--- src/hw/mns_defs.vh ---
/*
 * Constants for the next-address sequencer: widths, instruction codes,
 * address source selects and reset values.
 * Assumes inclusion by bare name from the design file.
 */
`ifndef MNS_DEFS_VH
`define MNS_DEFS_VH

`define MNS_AW         12
`define MNS_IW         4
`define MNS_SP_W       3
`define MNS_DEPTH      8

// Instruction codes handled by this block
`define MNS_OP_PUSH    4'h4
`define MNS_OP_CALLRD  4'h5
`define MNS_OP_JVEC    4'h6
`define MNS_OP_JRD     4'h7
`define MNS_OP_RPTSTK  4'h8
`define MNS_OP_RPTDIR  4'h9
`define MNS_OP_RTN     4'ha
`define MNS_OP_JPOP    4'hb
`define MNS_OP_LOAD_COUNTER_CONTINUE    4'hc
`define MNS_OP_LOOP    4'hd
`define MNS_OP_SEQUENTIAL_NEXT    4'he

// Address source selects
`define MNS_SRC_PC     2'h0
`define MNS_SRC_D      2'h1
`define MNS_SRC_R      2'h2
`define MNS_SRC_STK    2'h3

`define MNS_ZERO_A     12'h000
`define MNS_ONE_A      12'h001
`define MNS_ZERO_SP    3'h0
`define MNS_ONE_SP     3'h1
`define MNS_MAX_SP     3'h7

// Condition/carry synchroniser reset: enable low, condition low, carry low,
// so the first decodes after reset add nothing to the program counter
`define MNS_CSYNC_RST  3'h0

`endif

--- src/hw/mns_seq.v ---
/*
 * Next-address sequencer for instruction codes 4 to 14: stack control,
 * register/counter control and next-address select, with the
 * microprogram counter, register/counter and a small return stack.
 * Assumes instruction, direct inputs and condition pins come from
 * another clock domain or pins and are synchronised here; carry-in too.
 */
`timescale 1ns/1ns
`include "mns_defs.vh"

module mns_seq (
	input  wire                   clk,
	input  wire                   rst_n,
	input  wire [`MNS_IW-1:0]     instr,
	input  wire [`MNS_AW-1:0]     direct_in,
	input  wire                   condition_code_n,
	input  wire                   condition_enable_n,
	input  wire                   carry_in,
	output reg  [`MNS_AW-1:0]     next_addr_r,
	output reg                    vector_enable_n,
	output reg                    stack_full_r
);

	// ==========================================================
	// Input synchronisers
	// ==========================================================
	reg  [`MNS_AW-1:0]  d_s1_r;
	reg  [`MNS_AW-1:0]  d_s2_r;
	reg  [`MNS_IW-1:0]  i_s1_r;
	reg  [`MNS_IW-1:0]  i_s2_r;
	reg  [2:0]          c_s1_r;
	reg  [2:0]          c_s2_r;

	// Two flops on every pin cost latency from pin to next address;
	// the microcode pipeline must allow for it.
	always @(posedge clk or negedge rst_n) begin
		if (!rst_n) begin
			d_s1_r <= `MNS_ZERO_A;
			d_s2_r <= `MNS_ZERO_A;
		end else begin
			d_s1_r <= direct_in;
			d_s2_r <= d_s1_r;
		end
	end

	always @(posedge clk or negedge rst_n) begin
		if (!rst_n) begin
			i_s1_r <= `MNS_OP_SEQUENTIAL_NEXT;
			i_s2_r <= `MNS_OP_SEQUENTIAL_NEXT;
		end else begin
			i_s1_r <= instr;
			i_s2_r <= i_s1_r;
		end
	end

	always @(posedge clk or negedge rst_n) begin
		if (!rst_n) begin
			c_s1_r <= `MNS_CSYNC_RST;
			c_s2_r <= `MNS_CSYNC_RST;
		end else begin
			c_s1_r <= {condition_enable_n, condition_code_n, carry_in};
			c_s2_r <= c_s1_r;
		end
	end

	wire cen_n = c_s2_r[2];
	wire cc_n  = c_s2_r[1];
	wire ci    = c_s2_r[0];
	wire fail  = ~cen_n & cc_n;
	wire pass  = ~fail;

	// ==========================================================
	// State: microprogram counter, register/counter, stack
	// ==========================================================
	reg  [`MNS_AW-1:0]   pc_r;
	reg  [`MNS_AW-1:0]   cnt_r;
	reg  [`MNS_SP_W-1:0] sp_r;
	reg  [`MNS_AW-1:0]   stk_r [0:`MNS_DEPTH-1];
	wire cnt_zero = (cnt_r == `MNS_ZERO_A);
	wire [`MNS_AW-1:0] tos = stk_r[sp_r];

	// ==========================================================
	// Instruction decode
	// ==========================================================
	reg  [1:0] src;
	reg        push;
	reg        pop;
	reg        load;
	reg        dec;
	reg        vec;

	always @* begin
		src  = `MNS_SRC_PC;
		push = 1'b0;
		pop  = 1'b0;
		load = 1'b0;
		dec  = 1'b0;
		vec  = 1'b0;
		case (i_s2_r)
			`MNS_OP_PUSH: begin
				push = 1'b1;
				load = pass;
			end
			`MNS_OP_CALLRD: begin
				push = 1'b1;
				src  = pass ? `MNS_SRC_D : `MNS_SRC_R;
			end
			`MNS_OP_JVEC: begin
				vec = 1'b1;
				src = pass ? `MNS_SRC_D : `MNS_SRC_PC;
			end
			`MNS_OP_JRD: begin
				src = pass ? `MNS_SRC_D : `MNS_SRC_R;
			end
			`MNS_OP_RPTSTK: begin
				// Zero-count exit after the last pass gives count plus one bodies
				if (cnt_zero) begin
					pop = 1'b1;
				end else begin
					src = `MNS_SRC_STK;
					dec = 1'b1;
				end
			end
			`MNS_OP_RPTDIR: begin
				if (!cnt_zero) begin
					src = `MNS_SRC_D;
					dec = 1'b1;
				end
			end
			`MNS_OP_RTN: begin
				src = pass ? `MNS_SRC_STK : `MNS_SRC_PC;
				pop = pass;
			end
			`MNS_OP_JPOP: begin
				src = pass ? `MNS_SRC_D : `MNS_SRC_PC;
				pop = pass;
			end
			`MNS_OP_LOAD_COUNTER_CONTINUE: begin
				load = 1'b1;
			end
			`MNS_OP_LOOP: begin
				src = pass ? `MNS_SRC_PC : `MNS_SRC_STK;
				pop = pass;
			end
			default: begin
				src = `MNS_SRC_PC;
			end
		endcase
	end

	reg [`MNS_AW-1:0] y;
	always @* begin
		case (src)
			`MNS_SRC_D:   y = d_s2_r;
			`MNS_SRC_R:   y = cnt_r;
			`MNS_SRC_STK: y = tos;
			default:      y = pc_r;
		endcase
	end

	// ==========================================================
	// Next-state logic
	// ==========================================================
	// Push overwrites the top entry when full; the stack does not guard
	// against unbalanced microcode, which must pair calls and returns.
	reg                  valid_r;
	wire                 sp_full  = (sp_r == `MNS_MAX_SP);
	wire                 sp_empty = (sp_r == `MNS_ZERO_SP);
	wire                 do_push  = push;
	wire                 do_pop   = pop & valid_r;
	wire [`MNS_SP_W-1:0] wr_idx   = (valid_r & ~sp_full) ? sp_r + `MNS_ONE_SP : sp_r;

	reg  [`MNS_AW-1:0]   pc_nxt;
	reg  [`MNS_AW-1:0]   cnt_nxt;
	reg  [`MNS_SP_W-1:0] sp_nxt;
	reg                  valid_nxt;
	reg                  full_nxt;

	// Carry in is widened on purpose to the address width
	always @* begin
		pc_nxt = y + {{(`MNS_AW-1){1'b0}}, ci};
	end

	always @* begin
		cnt_nxt = cnt_r;
		if (load) begin
			cnt_nxt = d_s2_r;
		end else if (dec) begin
			cnt_nxt = cnt_r - `MNS_ONE_A;
		end
	end

	always @* begin
		sp_nxt    = sp_r;
		valid_nxt = valid_r;
		if (do_push) begin
			sp_nxt    = wr_idx;
			valid_nxt = 1'b1;
		end else if (do_pop) begin
			if (sp_empty) begin
				// Popping the last entry empties the stack
				valid_nxt = 1'b0;
			end else begin
				sp_nxt = sp_r - `MNS_ONE_SP;
			end
		end
	end

	// Flag shows the stack as it stood before this edge's push or pop
	always @* begin
		full_nxt = valid_r & sp_full;
	end

	// ==========================================================
	// Registers
	// ==========================================================

	genvar g;
	generate
		for (g = 0; g < `MNS_DEPTH; g = g + 1) begin : g_stk
			always @(posedge clk or negedge rst_n) begin
				if (!rst_n) begin
					stk_r[g] <= `MNS_ZERO_A;
				end else if (do_push && wr_idx == g) begin
					stk_r[g] <= pc_r;
				end
			end
		end
	endgenerate

	always @(posedge clk or negedge rst_n) begin
		if (!rst_n) begin
			pc_r <= `MNS_ZERO_A;
		end else begin
			pc_r <= pc_nxt;
		end
	end

	always @(posedge clk or negedge rst_n) begin
		if (!rst_n) begin
			cnt_r <= `MNS_ZERO_A;
		end else begin
			cnt_r <= cnt_nxt;
		end
	end

	always @(posedge clk or negedge rst_n) begin
		if (!rst_n) begin
			sp_r    <= `MNS_ZERO_SP;
			valid_r <= 1'b0;
		end else begin
			sp_r    <= sp_nxt;
			valid_r <= valid_nxt;
		end
	end

	always @(posedge clk or negedge rst_n) begin
		if (!rst_n) begin
			next_addr_r <= `MNS_ZERO_A;
		end else begin
			next_addr_r <= y;
		end
	end

	always @(posedge clk or negedge rst_n) begin
		if (!rst_n) begin
			vector_enable_n <= 1'b1;
		end else begin
			vector_enable_n <= ~vec;
		end
	end

	always @(posedge clk or negedge rst_n) begin
		if (!rst_n) begin
			stack_full_r <= 1'b0;
		end else begin
			stack_full_r <= full_nxt;
		end
	end

endmodule // mns_seq
--- config.mk ---
export PLATFORM = sky130hd
export DESIGN_NAME = mns_seq
export DESIGN_NICKNAME = d
export VERILOG_FILES = /design/src/hw/mns_seq.v
export VERILOG_INCLUDE_DIRS = /design/src /design/src/hw
export SDC_FILE = /design/constraint.sdc
export NUM_CORES = 1
export LEC_CHECK = 0
export ABC_AREA = 1
export BUFFER_PORTS_ARGS = -buffer_cell sky130_fd_sc_hd__buf_4
export CAP_MARGIN = 20
export CELL_PAD_IN_SITES_DETAIL_PLACEMENT = 1
export CELL_PAD_IN_SITES_GLOBAL_PLACEMENT = 1
export CORE_UTILIZATION = 47
export DETAILED_ROUTE_END_ITERATION = 8
export GPL_ROUTABILITY_DRIVEN = 0
export PLACE_DENSITY_LB_ADDON = 0.1
export SETUP_SLACK_MARGIN = 0.4
export SLEW_MARGIN = 20
export SYNTH_ARGS = -nofsm -noshare
export SYNTH_HDL_FRONTEND = slang
export SYNTH_SLANG_ARGS = --single-unit
--- constraint.sdc ---
create_clock -name clk -period 3.15 [get_ports clk]
set_input_delay 0.315 -clock clk [delete_from_list [all_inputs] [get_ports clk]]
set_output_delay 0.315 -clock clk [all_outputs]
set_load 0.05 [all_outputs]
==> parameters.txt, run 1 <==
Parameter                              Value

Setup path
  Crit path launch type ... flip-flop
  Critical setup path kind ... flip-flop to flip-flop
  Type of element capturing the critical path ... flip-flop
  Req. time, crit path ... 3.48 ns
  Worst setup path endpoint ... pc_r[8]
  Internal reg-to-reg setup slack ... 0.43 ns
  Critical path depth ... 19
  Crit path largest cell delay ... 0.57 ns
  Count of buffering cells on the critical path with inverters included ... 4
  Launching element of the worst setup path ... i_s2_r[3]
  Worst flop-to-flop path startpoint ... i_s2_r[3]
  Cell chain of the critical path ... inv_2 > nor2_4 > inv_2 > nor2_2 > nand2_4 > nand3_4 > nand2_1 > o311ai_1 > o21ai_1 > inv_1 > ha_4 > ha_4 > inv_1 > nor2_2 > nand2_2 > nor2_4 > nand2_1 > nand2_1 > nand2_1
  Data arrival time of the critical path ... 3.05 ns
  Cell family contributing the most delay on the critical path ... simple AND/OR/NAND/NOR gates
  R2r endpoint ... pc_r[8]
  Largest fanout of any net on the critical path ... 4
  Worst-path cell with the longest stage delay ... dfstp_2
  Dominant cell type by count on the critical path ... nand2_1
  Cell depth of the worst flop-to-flop path ... 19

Logic synthesis
  Synthesized area per cell ... 8.567 sq um
  Fraction of registers with async set/reset ... 100.0%
  Syn Std Cell Area ... 0.007950 sq mm
  Synthesized flop and latch total ... 176
  Library cell with the highest instance count after synthesis ... nand2_1
  Leading area contributor after synthesis ... dfrtp_1
  Total of warnings raised by yosys ... 0
  Fraction of post-synthesis cell area in the top cell type by area ... 53.19%
  Count of flip-flops with a built-in enable after synthesis ... 0
  Leading post-synthesis cells by instance count ... nand2_1 (293), dfrtp_1 (169), nand3_1 (102), o21ai_0 (100), inv_1 (60)
  Top cells by area, synth ... dfrtp_1 (53%), nand2_1 (14%), nand3_1 (6.4%), o21ai_0 (6.3%), inv_1 (2.8%)
  Share of synthesized area occupied by flip-flops and latches ... 55.51%
  Primary flip-flop cell chosen by synthesis mapping ... dfrtp_1
  Post-synthesis cell count ... 928
  Syn Nets ... 957
  Yosys cell types ... 44

Clock network
  Clock-pin slew reported for the worst setup and hold paths after clock tree synthesis ... 0.07 ns
  Clock insertion delay at the later pin of the skew report ... 0.45 ns
  Root cell of the clock tree ... clkbuf_16
  Number of levels the H-tree was split into ... 4
  Number of buffers added by the clock tree synthesis step ... 17
  CTS tree ... yes
  CTS Sinks ... 176
  Bufs on Longest Clock Path ... 2

Timing
  Achievable frequency ... 0.3681 GHz
  Setup repair after global routing missed its margin ... yes
  Transition time at the pin with the least slew margin ... 0.8040 ns
  Setup TNS ... 0 ns
  Number of hold violations in the final report ... 0
  Clock period minus worst slack ... 2.717 ns
  Min setup slack post-route ... 0.4335 ns
  Tcrit/Tclk final ... 86.24%
  Relative max-transition margin ... 46.40%
  Number of max-slew violations in the final report ... 0
  Final number of setup-violating endpoints ... 0
  Clock tree skew after final layout ... 0.009416 ns

GRT
  Global-route wire length before repair ... 38720 um
  Global router's overall resource usage ... 28.98%
  Grt ovf ... 0
  Pin count of the biggest net entering global routing ... 86
  Vias in the first global route ... 7388
  Initial antenna violation count ... 0

Routing
  DRT iter0 DRCs ... 369
  Number of search-and-repair iterations in the first detailed-routing pass ... 4
  Routed length per instance ... 19.21 um
  Count of unresolved DRC violations after routing ... 0
  Routed WL ... 23630 um
  Antenna-violating nets left ... 0
  Detail-routed via count per cell ... 5.498
  Vias post-DR ... 6763

Worst hold path
  Path category of the worst min-delay check ... flip-flop to flip-flop

Die
  I/O Pins ... 35
  Placeable Area ... 0.01652 sq mm
  Die Width ... 132.1 um
  Die area ... 0.01744 sq mm
  Num rows ... 47
  Initial core utilization ... 48.11%
  Die Ht ... 132.1 um

Cells and area
  Design area ... 0.009509 sq mm
  Layout Area Growth over Synthesis ... 19.61%
  Share of layout cells above drive strength 1 ... 16.04%
  Layout Utilization ... 57.55%
  Antenna cell count ... 0
  Total Nets Final ... 1026
  Count of fill cells added during filler insertion ... 1950

Place
  Port bufs ... 34
  Pre-CTS setup slack ... 0.1528 ns
  Detail Placement HPWL ... 15330 um
  Instance area after placement ... 0.008463 sq mm

Power
  Cell area power density ... 933.9 mW/mm^2
  Leakage power figure ... 4.488 nW
  Worst-case vdd ir drop ... 0.0004764 V
  Post-route total power ... 8.881 mW

Run
  Maximum capacitance violations ... 0

Run status
  Result of the run ... complete, no violations
==> where the power goes <==
group | internal, mW | leakage (nW) | switching, mW
Clock | 1.34 | 0.306 | 0.950
Sequential | 2.95 | 2.22 | 0.446
Combinational | 1.02 | 1.96 | 2.17
==> registers in the layout (all words and copies together) (netlist names) <==
signal / flops
stack_full_r: 1
vector_enable_n: 1
pc_r: 12
stk_r: 96
i_s2_r: 4
cnt_r: 12
next_addr_r: 12
d_s2_r: 12
i_s1_r: 4
valid_r: 1
sp_r: 3
d_s1_r: 12
c_s2_r: 3
c_s1_r: 3
==> per-stage QoR <==
stage               hold WS (ns)  std cells
finish                    0.3486       1230
global placement          0.3331       1163
detailed placement        0.3363       1163
global route              0.3595       1230
CTS                       0.3521       1224
floorplan                0.01941        928
==> what timing repair did <==
item | CTS | global route
setup buffers | 9 | 6
pin swaps | 7 | 12
hold endpoints to repair | 94 | 0
gates resized for setup | 15 | 19
gates cloned | 0 | 0
hold buffers | 20 | 0
setup endpoints to repair | 7 | 86
==> worst min path at each step <==
stage	start	end	slack, ns	depth (start not counted)
2_1_floorplan	rst_n	c_s1_r[0]	0.02	0
3_3_place_gp	d_s1_r[1]	d_s2_r[1]	0.33	0
3_5_place_dp	i_s1_r[0]	i_s2_r[0]	0.34	0
4_1_cts	d_s1_r[1]	d_s2_r[1]	0.35	0
5_1_grt	d_s1_r[5]	d_s2_r[5]	0.36	0
6_report	d_s1_r[1]	d_s2_r[1]	0.35	0
==> metal layers <==
metal	wire length [um]	track usage (%)	vias up
li1	-	-	3148
met5	0	0	-
met4	524	11.18	0
met3	808	5.190	46
met1	9862	35.33	3421
met2	12440	51.06	148
==> cells by family after synthesis <==
group | Yosys count | synth area share, %
AND/OR/NAND/NOR | 490 | 27.21
adder cells (fa/ha/maj) | 8 | 1.259
buffers and inverters | 110 | 5.792
flip-flops | 176 | 55.51
AO/OA/AOI/OAI | 133 | 9.018
XOR/XNOR | 11 | 1.212
==> layout make-up <==
class | count | area [sq um] | area share, %
Sequential cell | 176 | 4414 | 46.42
Multi-Input combinational cell | 642 | 3163 | 33.26
Timing Repair Buffer | 91 | 760.7 | 8.000
Clock buffer | 18 | 429.2 | 4.513
Tap cell | 220 | 275.3 | 2.895
Inverter | 69 | 264.0 | 2.776
Clock inverter | 14 | 202.7 | 2.132
==> cells in the final DEF (no fill, tap or decap), types with 5 or more instances in the layout <==
| cell type | n |
|---|---|
| nand2_2 | 8 |
| inv_1 | 58 |
| nand2_1 | 289 |
| dfstp_2 | 7 |
| nor2_2 | 10 |
| o21ai_0 | 97 |
| o21ai_1 | 8 |
| nand4_1 | 14 |
| dfrtp_1 | 168 |
| clkbuf_16 | 17 |
| xor2_1 | 8 |
| buf_4 | 67 |
| nor2_4 | 9 |
| nand3_1 | 100 |
| nand3_2 | 5 |
| inv_6 | 6 |
| dlygate4sd3_1 | 20 |
| a21oi_1 | 8 |
| ha_1 | 6 |
| inv_2 | 8 |
| nor2_1 | 41 |
Power figures use the tool's default switching activity.
==> inputs of run 2 (changes only) <==
--- a/config.mk
+++ b/config.mk
@@ -9,9 +9,9 @@
 export ABC_AREA = 1
 export BUFFER_PORTS_ARGS = -buffer_cell sky130_fd_sc_hd__buf_4
 export CAP_MARGIN = 20
-export CELL_PAD_IN_SITES_DETAIL_PLACEMENT = 1
-export CELL_PAD_IN_SITES_GLOBAL_PLACEMENT = 1
-export CORE_UTILIZATION = 47
+export CELL_PAD_IN_SITES_DETAIL_PLACEMENT = 2
+export CELL_PAD_IN_SITES_GLOBAL_PLACEMENT = 2
+export CORE_UTILIZATION = 38
 export DETAILED_ROUTE_END_ITERATION = 8
 export GPL_ROUTABILITY_DRIVEN = 0
 export PLACE_DENSITY_LB_ADDON = 0.1
==> run 2 against run 1 <==
  * Clock power decreased by 3%
  * Count of clock-buffer cells in the layout did not move
  * Hold slack improved by 0.0015 ns
  * Critical path depth is 3 lower
  * Critical path type unchanged
  * Critical endpoint is now pc_r[10]
  * Largest power group unchanged
  * Highest routed layer unchanged
==> parameters.txt, run 2 (same netlist as run 1, synthesis figures left out) <==
Parameter                              Value

GRT
  Pin count of the biggest net entering global routing ... 66 (was 86)
  Initial antenna violation count ... 0 (unchanged)
  Global-route wire length before repair ... 42610 um (was 38720 um)
  Vias in the first global route ... 7765 (was 7388)
  Global router's overall resource usage ... 26.06% (was 28.98%)
  Grt ovf ... 0 (unchanged)

Timing
  Transition time at the pin with the least slew margin ... 0.7341 ns (was 0.8040 ns)
  Relative max-transition margin ... 50.64% (was 46.40%)
  Achievable frequency ... 0.3542 GHz (was 0.3681 GHz)
  Clock tree skew after final layout ... 0.01954 ns (was 0.009416 ns)
  Final number of setup-violating endpoints ... 0 (unchanged)
  Tcrit/Tclk final ... 89.62% (was 86.24%)
  Setup repair after global routing missed its margin ... yes (unchanged)
  Number of hold violations in the final report ... 0 (unchanged)
  Number of max-slew violations in the final report ... 0 (unchanged)
  Clock period minus worst slack ... 2.823 ns (was 2.717 ns)
  Setup TNS ... 0 ns (unchanged)

Routing
  Vias post-DR ... 6852 (was 6763)
  Antenna-violating nets left ... 0 (unchanged)
  Detail-routed via count per cell ... 5.336 (was 5.498)
  Routed length per instance ... 20.85 um (was 19.21 um)
  DRT iter0 DRCs ... 296 (was 369)
  Routed WL ... 26770 um (was 23630 um)
  Number of search-and-repair iterations in the first detailed-routing pass ... 5 (was 4)
  Count of unresolved DRC violations after routing ... 0 (unchanged)

Clock network
  Bufs on Longest Clock Path ... 2 (unchanged)
  Clock insertion delay at the later pin of the skew report ... 0.45 ns (about the same)
  CTS Sinks ... 176 (unchanged)
  Root cell of the clock tree ... clkbuf_16 (unchanged)
  Clock-pin slew reported for the worst setup and hold paths after clock tree synthesis ... 0.07 ns (about the same)
  CTS tree ... yes (unchanged)
  Number of buffers added by the clock tree synthesis step ... 17 (unchanged)
  Number of levels the H-tree was split into ... 4 (unchanged)

Run status
  Result of the run ... complete, no violations (unchanged)

Setup path
  Crit path launch type ... flip-flop (unchanged)
  Worst-path cell with the longest stage delay ... dfrtp_2 (was dfstp_2)
  Count of buffering cells on the critical path with inverters included ... 3 (was 4)
  Req. time, crit path ... 3.48 ns (about the same)
  Critical setup path kind ... flip-flop to flip-flop (unchanged)
  Type of element capturing the critical path ... flip-flop (unchanged)
  Dominant cell type by count on the critical path ... nand2_1 (unchanged)
  Data arrival time of the critical path ... 3.15 ns (was 3.05 ns)
  Critical path depth ... 16 (was 19)
  Cell depth of the worst flop-to-flop path ... 16 (was 19)
  Cell chain of the critical path ... nor2_2 > nand2_1 > nor2_2 > nand2_4 > nand2_4 > buf_6 > nand3_4 > buf_8 > nor2_4 > nand2_1 > nand4_2 > inv_2 > nor2_4 > nand4_1 > nand2_1 > nand2_1 (was inv_2 > nor2_4 > inv_2 > nor2_2 > nand2_4 > nand3_4 > nand2_1 > o311ai_1 > o21ai_1 > inv_1 > ha_4 > ha_4 > inv_1 > nor2_2 > nand2_2 > nor2_4 > nand2_1 > nand2_1 > nand2_1)
  Cell family contributing the most delay on the critical path ... simple AND/OR/NAND/NOR gates (unchanged)
  Largest fanout of any net on the critical path ... 23 (was 4)
  Crit path largest cell delay ... 0.46 ns (was 0.57 ns)

Run
  Maximum capacitance violations ... 0 (unchanged)

Cells and area
  Count of fill cells added during filler insertion ... 2165 (was 1950)
  Antenna cell count ... 0 (unchanged)
  Most used cells in the layout excluding fill and tap cells ... nand2_1 (289), dfrtp_1 (166), nand3_1 (101) (was nand2_1 (289), dfrtp_1 (168), nand3_1 (100))
  Share of layout cells above drive strength 1 ... 17.46% (was 16.04%)
  Top register by number of flip-flops ... stk_r (unchanged)
  Most common cell after layout, fill and taps aside ... nand2_1 (unchanged)
  Max reg flops ... 96 (unchanged)
  Total Nets Final ... 1030 (was 1026)
  Area of all sequential standard cells ... 0.004417 sq mm (was 0.004414 sq mm)
  Area of the multi-input gates ... 0.003247 sq mm (was 0.003163 sq mm)
  Layout Area Growth over Synthesis ... 21.84% (was 19.61%)

Place
  Detail Placement HPWL ... 16970 um (was 15330 um)
  Port bufs ... 34 (unchanged)

Power
  Cell area power density ... 927.0 mW/mm^2 (was 933.9 mW/mm^2)
  Leakage power figure ... 4.530 nW (was 4.488 nW)
  Worst-case vdd ir drop ... 0.0003663 V (was 0.0004764 V)
  Post-route total power ... 8.980 mW (was 8.881 mW)

Die
  Placeable Area ... 0.02036 sq mm (was 0.01652 sq mm)
  Die Ht ... 146.6 um (was 132.1 um)
  I/O Pins ... 35 (unchanged)
  Initial core utilization ... 39.04% (was 48.11%)
  Die area ... 0.02150 sq mm (was 0.01744 sq mm)
  Num rows ... 52 (was 47)
  Die Width ... 146.6 um (was 132.1 um)

Worst hold path
  Path category of the worst min-delay check ... flip-flop to flip-flop (unchanged)
  Number of cells on the worst hold path ... 0 (unchanged)
## run 2: cell types whose count changed in the layout (fill, tap and decap cells not counted), moves of 2 or more
cell	before	now
nor2_1	41	37
nand2_2	8	5
nand2_4	3	6
nand3_2	5	2
nor2_4	9	12
o21ai_1	8	5
buf_6	2	4
clkinvlp_4	1	3
dfrtp_1	168	166
dfrtp_2	1	3
nand3_4	1	3
o21ai_2	1	3
## run 2: worst paths after layout
kind | from | end | slack [ns]
max reg2reg | cnt_r[2] | pc_r[10] | 0.33
max in group asynchronous | rst_n | stk_r[89] | 1.89
min in group asynchronous | rst_n | stk_r[74] | 0.42
min reg2reg | c_s1_r[2] | c_s2_r[2] | 0.35
max | cnt_r[2] | pc_r[10] | 0.33
min | c_s1_r[2] | c_s2_r[2] | 0.35
## run 2: area by class of cell
| type | count | share of cell area, % |
|---|---|---|
| sequential | 176 | 45.60 |
| inverter | 69 | 2.803 |
| multi-input combinational | 642 | 33.52 |
| clock buffer | 18 | 4.430 |
| clock inverter | 14 | 1.847 |
| timing repair buffer | 95 | 8.318 |
| tap | 270 | 3.487 |
## run 2: routing by layer
layer  global-route usage [%]  wire [um]
met1                    31.99      11600
met2                    46.78      14140
met3                    3.313        480
met4                    9.167        544
met5                        0          0
## run 2: repair_timing
item,in CTS,in global routing
gates resized for setup,25,34
endpoints found under the hold margin,78,0
hold buffers,20,0
pin swaps,6,17
setup endpoints to repair,93,106
buffers inserted,7,10
## run 2: power by group
| part | leakage [nW] | switching, mW | internal (mW) | total, mW |
|---|---|---|---|---|
| registers | 2.22 | 0.454 | 2.95 | 3.41 |
| logic | 2.02 | 2.29 | 1.07 | 3.36 |
| clock network | 0.288 | 0.953 | 1.26 | 2.21 |
| total | 4.53 | 3.70 | 5.28 | 8.98 |
## run 2: stage by stage
| stage | instances | cell area, sq um | worst slack, ns | utilization (%) | hold slack (ns) |
|---|---|---|---|---|---|
| 6_report | 1284 | 9687 | 0.3269 | 47.57 | 0.3500 |
| 5_1_grt | 1284 | 9687 | 0.1844 | 47.57 | 0.3651 |
| 4_1_cts | 1274 | 9479 | 0.4028 | 46.55 | 0.3526 |
| 3_5_place_dp | 1215 | 8541 | 0.01131 | 41.94 | 0.3356 |
| 3_3_place_gp | 1215 | 8541 | 0.2703 | 41.94 | 0.3314 |
| 2_1_floorplan | 928 | 7950 | 0.4622 | - | 0.01941 |
